## src/include/ums_pkg.sv

```systemverilog
/*
  Constants and state layout for the host select and modem status block.
  Assumes a single 10 MHz clock and a host bus that is sampled through
  two-flop synchronisers inside the block.
*/
// Summary of operation
// - Selected only with both positive selects high and negative select low.
// - Address strobe low passes selects through; high holds the last captured value.
// - Eight-bit data path driven only during a selected read, else released.
// - Status byte shows clear-to-send bit 4, data-set-ready bit 5, carrier bit 7.
// - Change bits 0, 1, 3 record level changes since the last status read.
// - Clear-to-send change interrupts only when enabled and auto mode is off.
// - Data-set-ready or carrier change interrupts when enabled at change time and still enabled.
// - Auto clear-to-send mode gates the transmitter with the input.
// - Terminal-ready output goes low when its control bit is set and loopback is off.
// - Terminal-ready inactive on master reset, loopback, or cleared control bit.
// - Driver-off output low whenever the host is not reading.
// - Interrupt high for receiver error, data, empty holding, modem event.
// - Interrupt drops when serviced or on master reset.
// - Master reset clears state and drives outputs to reset levels.
package ums_pkg;

  // Data path width
  localparam int unsigned DATA_W = 8;
  localparam int unsigned ADDR_W = 3;

  // Register select value of the modem status byte
  localparam logic [2:0] MSR_ADDR = 3'h6;

  // Field positions in the modem status byte
  localparam int unsigned MSR_DCTS = 0;
  localparam int unsigned MSR_DDSR = 1;
  localparam int unsigned MSR_DDCD = 3;
  localparam int unsigned MSR_CTS  = 4;
  localparam int unsigned MSR_DSR  = 5;
  localparam int unsigned MSR_DCD  = 7;

  // Reset values
  localparam logic [7:0] DATA_RST  = 8'h00;
  localparam logic [2:0] DELTA_RST = 3'h0;
  localparam logic [2:0] LINE_RST  = 3'h7;

  // Synchronised pin bundle: selects, strobes, modem lines
  typedef struct packed {
    logic       cs_a;
    logic       cs_b;
    logic       cs_neg;
    logic       as_n;
    logic [2:0] sel;
    logic       rd;
    logic       wr;
    logic [2:0] line_n;  // {dcd_n, dsr_n, cts_n}
    logic       mr;
    logic [7:0] data;
  } ums_pins_t;

  // Whole block state
  typedef struct packed {
    ums_pins_t  s1;
    ums_pins_t  s2;
    logic       cs_hold;
    logic [2:0] sel_hold;
    logic [2:0] line_prev;
    logic [2:0] delta;
    logic       msi_pend;
    logic       rd_prev;
    logic       wr_prev;
    logic [7:0] dout;
    logic       oe;
    logic       drv_off_n;
    logic       dtr_n;
    logic       irq;
    logic       tx_allow;
    logic       wr_stb;
    logic [2:0] wr_addr;
    logic [7:0] wr_data;
    logic       rd_stb;
    logic [2:0] rd_addr;
  } ums_state_t;

endpackage

```

## src/core/ums_host_modem.sv

```systemverilog
/*
  Host select decode, tri-state data path control, driver-off output,
  interrupt output and modem status tracking for a FIFO UART.
  Assumes every host and modem pin is asynchronous to i_clk, and that the
  rest of the UART supplies read data, interrupt sources and control bits
  on i_clk. The bidirectional data bus is split into in, out and enable;
  the surrounding wiring resolves the pad.
*/
`timescale 1ns/1ps

module ums_host_modem (
  // Clock and reset
  input  wire logic                           i_clk,
  input  wire logic                           i_rst,
  // Host select and strobes (pins)
  input  wire logic                           i_chip_sel_pos_a,
  input  wire logic                           i_chip_sel_pos_b,
  input  wire logic                           i_chip_sel_neg,
  input  wire logic                           i_addr_strobe_n,
  input  wire logic [ums_pkg::ADDR_W-1:0]     i_reg_select,
  input  wire logic                           i_read,
  input  wire logic                           i_write,
  input  wire logic                           i_master_reset_in,
  // Host data bus (pins, split)
  input  wire logic [ums_pkg::DATA_W-1:0]     i_host_data_bus,
  output logic      [ums_pkg::DATA_W-1:0]     o_host_data_bus,
  output logic                                o_host_data_bus_oe,
  output logic                                o_xcvr_driver_off_n,
  // Modem lines (pins)
  input  wire logic                           i_cts_n,
  input  wire logic                           i_dsr_n,
  input  wire logic                           i_dcd_n,
  output logic                                o_dtr_n,
  // Control bits from the UART core
  input  wire logic                           i_dtr_ctl,
  input  wire logic                           i_loopback,
  input  wire logic                           i_msi_en,
  input  wire logic                           i_auto_cts_en,
  // Interrupt sources from the UART core
  input  wire logic                           i_rx_err_irq,
  input  wire logic                           i_rx_data_irq,
  input  wire logic                           i_thr_empty_irq,
  // Register access towards the UART core
  input  wire logic [ums_pkg::DATA_W-1:0]     i_core_rd_data,
  output logic                                o_rd_stb,
  output logic      [ums_pkg::ADDR_W-1:0]     o_rd_addr,
  output logic                                o_wr_stb,
  output logic      [ums_pkg::ADDR_W-1:0]     o_wr_addr,
  output logic      [ums_pkg::DATA_W-1:0]     o_wr_data,
  // Status towards the UART core
  output logic                                o_tx_allow,
  output logic                                o_irq
);
  import ums_pkg::*;

  ums_state_t q;
  ums_state_t d;

  // Decode helpers
  logic       cs_live;
  logic       cs_eff;
  logic [2:0] sel_eff;
  logic       rd_act;
  logic       wr_act;
  logic       rd_end;
  logic       wr_start;
  logic       msr_rd_end;
  logic [2:0] line_now;
  logic [2:0] change;
  logic [2:0] change_en;
  logic [7:0] msr;
  logic       reset_all;

  // Next state of the whole block
  always_comb begin
    d = q;
    cs_live   = 1'b0;
    cs_eff    = 1'b0;
    sel_eff   = 3'h0;
    rd_act    = 1'b0;
    wr_act    = 1'b0;
    rd_end    = 1'b0;
    wr_start  = 1'b0;
    msr_rd_end = 1'b0;
    line_now  = 3'h0;
    change    = 3'h0;
    change_en = 3'h0;
    msr       = 8'h00;
    reset_all = 1'b0;

    // Two-flop synchronisers; stage one feeds only stage two
    d.s1.cs_a   = i_chip_sel_pos_a;
    d.s1.cs_b   = i_chip_sel_pos_b;
    d.s1.cs_neg = i_chip_sel_neg;
    d.s1.as_n   = i_addr_strobe_n;
    d.s1.sel    = i_reg_select;
    d.s1.rd     = i_read;
    d.s1.wr     = i_write;
    d.s1.line_n = {i_dcd_n, i_dsr_n, i_cts_n};
    d.s1.mr     = i_master_reset_in;
    d.s1.data   = i_host_data_bus;
    d.s2        = q.s1;

    // All three selects must agree before the part responds
    cs_live = q.s2.cs_a & q.s2.cs_b & ~q.s2.cs_neg;

    // Transparent while strobe low, frozen while high
    if (!q.s2.as_n) begin
      d.cs_hold  = cs_live;
      d.sel_hold = q.s2.sel;
    end
    cs_eff  = q.s2.as_n ? q.cs_hold : cs_live;
    sel_eff = q.s2.as_n ? q.sel_hold : q.s2.sel;

    // Strobes count only while selected
    rd_act   = cs_eff & q.s2.rd;
    wr_act   = cs_eff & q.s2.wr;
    d.rd_prev = rd_act;
    d.wr_prev = wr_act;
    rd_end   = q.rd_prev & ~rd_act;
    wr_start = wr_act & ~q.wr_prev;
    // Clear on the end of the read so the host sees the bits it reads
    msr_rd_end = rd_end & (q.rd_addr == MSR_ADDR);

    // Modem line levels, active high view of active-low pins
    line_now = ~q.s2.line_n;
    d.line_prev = line_now;
    change = line_now ^ q.line_prev;

    // Change bits: a new change wins over the read clear
    for (int i = 0; i < 3; i++) begin
      d.delta[i] = (q.delta[i] & ~msr_rd_end) | change[i];
    end

    // Clear-to-send changes are silent in auto mode
    change_en[0] = change[0] & ~i_auto_cts_en;
    change_en[1] = change[1];
    change_en[2] = change[2];
    // Enable is sampled at the moment of the change
    d.msi_pend = (q.msi_pend & ~msr_rd_end) | (i_msi_en & (|change_en));

    // Status byte as the host reads it
    msr[MSR_DCTS] = q.delta[0];
    msr[MSR_DDSR] = q.delta[1];
    msr[MSR_DDCD] = q.delta[2];
    msr[MSR_CTS]  = line_now[0];
    msr[MSR_DSR]  = line_now[1];
    msr[MSR_DCD]  = line_now[2];

    // Read data path: drive only during a selected read
    d.oe = rd_act;
    if (rd_act) begin
      d.dout = (sel_eff == MSR_ADDR) ? msr : i_core_rd_data;
    end else begin
      d.dout = DATA_RST;
    end
    d.rd_addr = rd_act ? sel_eff : q.rd_addr;
    d.rd_stb  = rd_end;

    // Transceiver may drive toward the host only during a read
    d.drv_off_n = rd_act;

    // Write capture on the leading edge of the strobe
    d.wr_stb = wr_start;
    if (wr_start) begin
      d.wr_addr = sel_eff;
      d.wr_data = q.s2.data;
    end

    // Terminal ready: low only when commanded and not looping back
    d.dtr_n = ~(i_dtr_ctl & ~i_loopback);

    // Auto mode lets the transmitter run only while clear-to-send is active
    d.tx_allow = ~i_auto_cts_en | line_now[0];

    // Interrupt follows pending sources; each clears when serviced
    d.irq = i_rx_err_irq | i_rx_data_irq | i_thr_empty_irq |
            (q.msi_pend & i_msi_en);

    // Master reset pin acts like the block reset, after synchronising
    reset_all = i_rst | q.s2.mr;
    if (reset_all) begin
      d.cs_hold   = 1'b0;
      d.sel_hold  = 3'h0;
      d.line_prev = line_now;  // Track levels so no change shows once reset lifts
      d.delta     = DELTA_RST;
      d.msi_pend  = 1'b0;
      d.rd_prev   = 1'b0;
      d.wr_prev   = 1'b0;
      d.dout      = DATA_RST;
      d.oe        = 1'b0;
      d.drv_off_n = 1'b0;
      d.dtr_n     = 1'b1;
      d.irq       = 1'b0;
      d.tx_allow  = 1'b1;
      d.wr_stb    = 1'b0;
      d.wr_addr   = 3'h0;
      d.wr_data   = DATA_RST;
      d.rd_stb    = 1'b0;
      d.rd_addr   = 3'h0;
    end
    // Synchronisers restart only on the block reset, so the pin can lift
    if (i_rst) begin
      d.s1 = '0;
      d.s2 = '0;
      // Modem pins idle high; a zero here would fake a change after reset
      d.s1.line_n = LINE_RST;
      d.s2.line_n = LINE_RST;
    end
  end

  // State register
  always_ff @(posedge i_clk) begin
    q <= d;
  end

  // Outputs straight from flip-flops
  assign o_host_data_bus     = q.dout;
  assign o_host_data_bus_oe  = q.oe;
  assign o_xcvr_driver_off_n = q.drv_off_n;
  assign o_dtr_n             = q.dtr_n;
  assign o_rd_stb            = q.rd_stb;
  assign o_rd_addr           = q.rd_addr;
  assign o_wr_stb            = q.wr_stb;
  assign o_wr_addr           = q.wr_addr;
  assign o_wr_data           = q.wr_data;
  assign o_tx_allow          = q.tx_allow;
  assign o_irq               = q.irq;

endmodule

```

## config.mk

```make
export PLATFORM = sky130hd
export DESIGN_NAME = ums_host_modem
export DESIGN_NICKNAME = d
export VERILOG_FILES = /design/src/include/ums_pkg.sv /design/src/core/ums_host_modem.sv
export SDC_FILE = /design/constraint.sdc
export NUM_CORES = 1
export LEC_CHECK = 0
export BUFFER_PORTS_ARGS = -buffer_cell sky130_fd_sc_hd__buf_4
export CAP_MARGIN = 0
export CORE_MARGIN = 4
export CORE_UTILIZATION = 30
export CTS_CLUSTER_DIAMETER = 60
export DETAILED_ROUTE_END_ITERATION = 16
export GPL_TIMING_DRIVEN = 0
export PLACE_DENSITY = 0.5
export SLEW_MARGIN = 5
export SYNTH_ARGS = -nofsm -noshare
export SYNTH_HDL_FRONTEND = slang
export SYNTH_SLANG_ARGS = --single-unit
```

## constraint.sdc

```tcl
create_clock -name i_clk -period 3.35 [get_ports i_clk]
set_input_delay 0.67 -clock i_clk [delete_from_list [all_inputs] [get_ports i_clk]]
set_output_delay 0.67 -clock i_clk [all_outputs]
set_load 0.02 [all_outputs]
```

* Yosys cells after proc, flatten, opt, wreduce, memory -nomap -nowiden *
Cells that the tools add are included.

storage, ports and cells
  output and inout port bits = 29
  register bits after elaboration = 82
  logic and storage cells = 78
  bits of input ports = 38

cells by class
  multiplexer cells = 3
  reductions and logical operators = 3
  bitwise operators = 33
  equality and inequality tests = 2

operators by type and width
  cell                                  number
  1-bit bitwise AND                     15
  1-bit OR                              9
  8-bit two-way mux                     1
  1-bit inverter                        7
  3-bit == test, second input constant  2
  3-bit OR reduction                    2
  3-bit two-way mux                     1
  3-bit inverter                        1
  3-bit bitwise XOR                     1
  2-bit OR reduction                    1
  1-bit two-way mux                     1

* Longest topological paths before layout *
  depth in word-level cells = 10
  depth in mapped cells = 7
  gate-level depth less buffers = 4

* Least setup slack after synthesis *
No wires, ideal clock.

  kind = input-to-reg
  from = input port i_rst
  to = register q, in the netlist o_rd_addr[1]
  data required time = 3.263 ns
  path slack = 1.753 ns
  library setup time = 0.087 ns
  path buffers = 2
  stages = 4
  arrival time = 1.510 ns
  cells stage by stage = or2_2 clkbuf_1 clkbuf_1 o31ai_1

on the way
  cells in the longest elaborated chain, start to end = 1

RTL lines
  element               line                   RTL
  from (decl)           ums_host_modem.sv:14   input wire logic i_rst,
  1-bit OR              ums_host_modem.sv:181  reset_all = i_rst | q.s2.mr;
  to (signal assigned)  ums_host_modem.sv:214  q <= d;
  to (decl)             ums_host_modem.sv:56   ums_state_t q;

No other way between the ends.
A chain may end at the register's enable or synchronous reset.

* Final worst setup path *
  from = register q, in the netlist o_xcvr_driver_off_n
  to = output port o_xcvr_driver_off_n

RTL lines
  element    line                  RTL
  to (decl)  ums_host_modem.sv:28  output logic o_xcvr_driver_off_n,

No word-level cell between the ends.

==> results by group <==
Yosys
  – Synthesized area: about 2700 um2
  – Share of flip-flops with an asynchronous set or reset: 0
  – Area share of the largest cell type after synthesis: 0.6032
  – Post-Synthesis Cells: between 200 and 250
  – Area contributors post-synth: dfxtp_1 (60%), nor2b_1 (8.5%), buf_4 (6.3%), mux2i_1 (5.1%), nor2_1 (2.9%)
  – Ys Warns: 0
  – Most frequent cell after synthesis: dfxtp_1
  – Synth unique cells: 29
  – Most frequent cells after synthesis: dfxtp_1 (82), nor2b_1 (37), buf_4 (23), nor2_1 (21), mux2i_1 (14)
  – Register bit total from synthesis: 82
  – Synthesized net count: between 200 and 300
  – Number of flops mapped to enable cells by yosys: 0
  – Avg Inst Size Synth: 11.11 um2
  – Area leader, netlist: dfxtp_1
  – Top_reg_cell synth: dfxtp_1
  – Seq/Total Area, Yosys: 0.6032

Setup path
  – Critical Path RT: around 2.7 ns
  – Cells along the critical path: buf_4 -> buf_4
  – Worst Path Arrival: just under 1 ns
  – Startpoint Class: flip-flop
  – Critical path class: flip-flop to output pin
  – Worst path most repeated cell: buf_4
  – CP max FO: 4
  – Worst path max stage delay: roughly 0.4 ns
  – CP max-delay cell: dfxtp_1
  – CP endpoint kind: output pin

Clocking
  – Clk slew on worst S/H paths: ~0.090 ns
  – Clock Latency Late Sink: approximately 0.35 ns
  – Longest Clk Path Bufs: 2
  – Clk sinks: just over 80
  – CTS Buf Count: 9
  – CTS tree: done
  – PostCTS Resize Cnt: 0
  – Clk Tree Root Cell: clkbuf_8
  – CTS Hold Bufs: 0
  – H-Tree Depth: 3
  – Postcts setup bufs: 0

Layout
  – Register area: 1642 um2
  – N_diodes: 0
  – NumNets Final: 360
  – Final Non-Filler Cells: ~440
  – Multi-input gate area in the final layout: 824.5 um2
  – Final Cell Area: 3565 um2
  – Filler cells: 883
  – Layout area overhead: 30.99%
  – Layout cells sized above 1: 0.3670
  – Fin util: 0.4068

STA
  – Period utilization: 0.4967
  – Minimum clock period: approximately 1.7 ns
  – RSZ-0062 raised after global routing: no
  – Final-report hold violation count: 0
  – Clock skew: ~0.011 ns
  – Final setup violation count: 0
  – Max-slew violation count: 0
  – Worst Max-Slew Pin Slew: 0.5337 ns
  – Slew margin rel.: 0.6442
  – Fmax: around 0.6 GHz
  – Post-route setup slack: 1.686 ns
  – Setup TNS: 0 ns
  – Hold Slack: between 0.4 and 0.5 ns

Routing
  – WL/cell: about 11 um
  – Vias per cell: around 4
  – Drt drc: 0
  – Antenna Violating Nets Remaining: 0
  – Iteration-0 DRC Markers: 19
  – Vias: approximately 1.7k
  – First-pass DRT Iterations: 4
  – Wire length after detailed routing: between 4000 and 5000 um

Power
  – Clock share of power: 0.398
  – Power Dens Cells: slightly above 500 nW/um2
  – Sequential group share of total power: 0.549
  – Peak VDD IR: about 0.18 mV
  – Switching share of power: 0.2166
  – P_int: 1.451 mW
  – Pwr Total: ~1.9 mW
  – P_leak: ~1.5 nW
  – Switch Pwr: 0.4010 mW
  – Combinational share of power: 0.052

GRT
  – Pin count of the biggest net entering global routing: 15
  – Number of global-route vias before repair: approximately 1.7k
  – Grt total ovfl: 0
  – Global-route total usage across every layer: 0.09615
  – Global-route wire length before repair: 7686 um
  – Initial antenna violation count: 0

Placement
  – Placed cells: 419
  – Port bufs: 66
  – HPWL after DPL: 3601 um
  – Dpl cell area: ~3400 um2
  – Gpl congestion: 0.6785
  – Dpl ws: around 1.4 ns

Floorplan
  – Core Area: 8763 um2
  – Initial core utilization: 0.3105
  – Site Rows: 34
  – DIE AREA: 10660 um2
  – Die Span Y: 103.2 um
  – Die width: between 100 and 150 um
  – Num ports: 67

Status
  – Status: finished clean

Min path
  – Hold Path Class: flip-flop to flip-flop

Job
  – Max Cap Viol: 0
-- layer usage --
layer,wire (um),global-route usage,vias to the layer above
li1,-,-,921
met1,2246,0.1260,760
met2,2115,0.1391,56
met3,420,0.03756,7
met4,76,0.04482,0
met5,0,0,-
-- registers in the layout, indices dropped and copies added (netlist names) --
register / cells
o_wr_stb: 1
q: 51
o_host_data_bus: 8
o_tx_allow: 1
o_dtr_n: 1
o_rd_addr: 3
o_wr_addr: 3
o_rd_stb: 1
o_wr_data: 8
msr: 3
o_irq: 1
o_xcvr_driver_off_n: 1
-- final cells by class --
class	count	area share
plain buffers	33	0.06634
inverters	5	0.005265
repair buffers	66	0.1390
well taps	108	0.03791
clock buffers	11	0.04247
multi-input cells	125	0.2313
clock inverters	5	0.01720
flip-flops and latches	82	0.4605
-- final timing paths --
| kind | from | to | slack [ns] | depth (start not counted) |
|---|---|---|---|---|
| worst max-delay path | o_xcvr_driver_off_n$_SDFF_PP0_ | o_xcvr_driver_off_n | 1.69 | 2 |
| worst min-delay path | q[72]$_SDFF_PP1_ | q[51]$_SDFF_PP1_ | 0.41 | 1 |
| worst max register to register | q[59]$_SDFF_PP0_ | o_wr_data[6]$_SDFFE_PP0P_ | 1.75 | 7 |
| worst min register to register | q[72]$_SDFF_PP1_ | q[51]$_SDFF_PP1_ | 0.41 | 1 |
-- placed cells by master (no fill, tap or decap), drive strengths merged --
| cell type | count |
|---|---|
| buf | 92 |
| dfxtp | 82 |
| nor2b | 37 |
| nor2 | 21 |
| clkbuf | 18 |
| mux2i | 14 |
| nand2 | 8 |
| or2 | 7 |
| inv | 6 |
| and2 | 5 |
| o21ai | 5 |
| nand3 | 4 |
| a211oi | 4 |
| o31ai | 3 |
| xnor2 | 3 |
| a22o | 3 |
| clkinvlp | 3 |
| o21a | 2 |
| nand3b | 2 |
| and4bb | 1 |
| a31oi | 1 |
| nand4b | 1 |
| o211ai | 1 |
| o2bb2ai | 1 |
| a2111oi | 1 |
| and3 | 1 |
| bufinv | 1 |
-- worst max-delay path: cells and delay by family, from the launching register on --
kind,cells,cell delay [ns]
DFF,1,0.40
buffers and inverters,2,0.25
-- cell families (layout without fill, tap and decap cells) --
kind of cell / count (synthesis) / after routing / share of synthesized area
simple gates: 87 / 87 / 0.1770
flops: 82 / 82 / 0.6032
buf+inv: 38 / 120 / 0.09380
compound gates: 21 / 21 / 0.06483
mux: 14 / 14 / 0.05149
xor+xnor: 3 / 3 / 0.009657
-- power groups by stage --
| stage | Combinational (mW) | Sequential [mW] | Clock, mW |
|---|---|---|---|
| after CTS | 0.0990 | 1.02 | 0.769 |
| after floorplan | 0.0470 | 1.04 | 0 |
| after detailed placement | 0.0986 | 1.04 | 0 |
| after global routing | 0.108 | 1.02 | 0.807 |
| after global placement | 0.0976 | 1.04 | 0 |
| final | 0.0970 | 1.02 | 0.737 |
No activity file was read; power rests on OpenSTA's default activity.
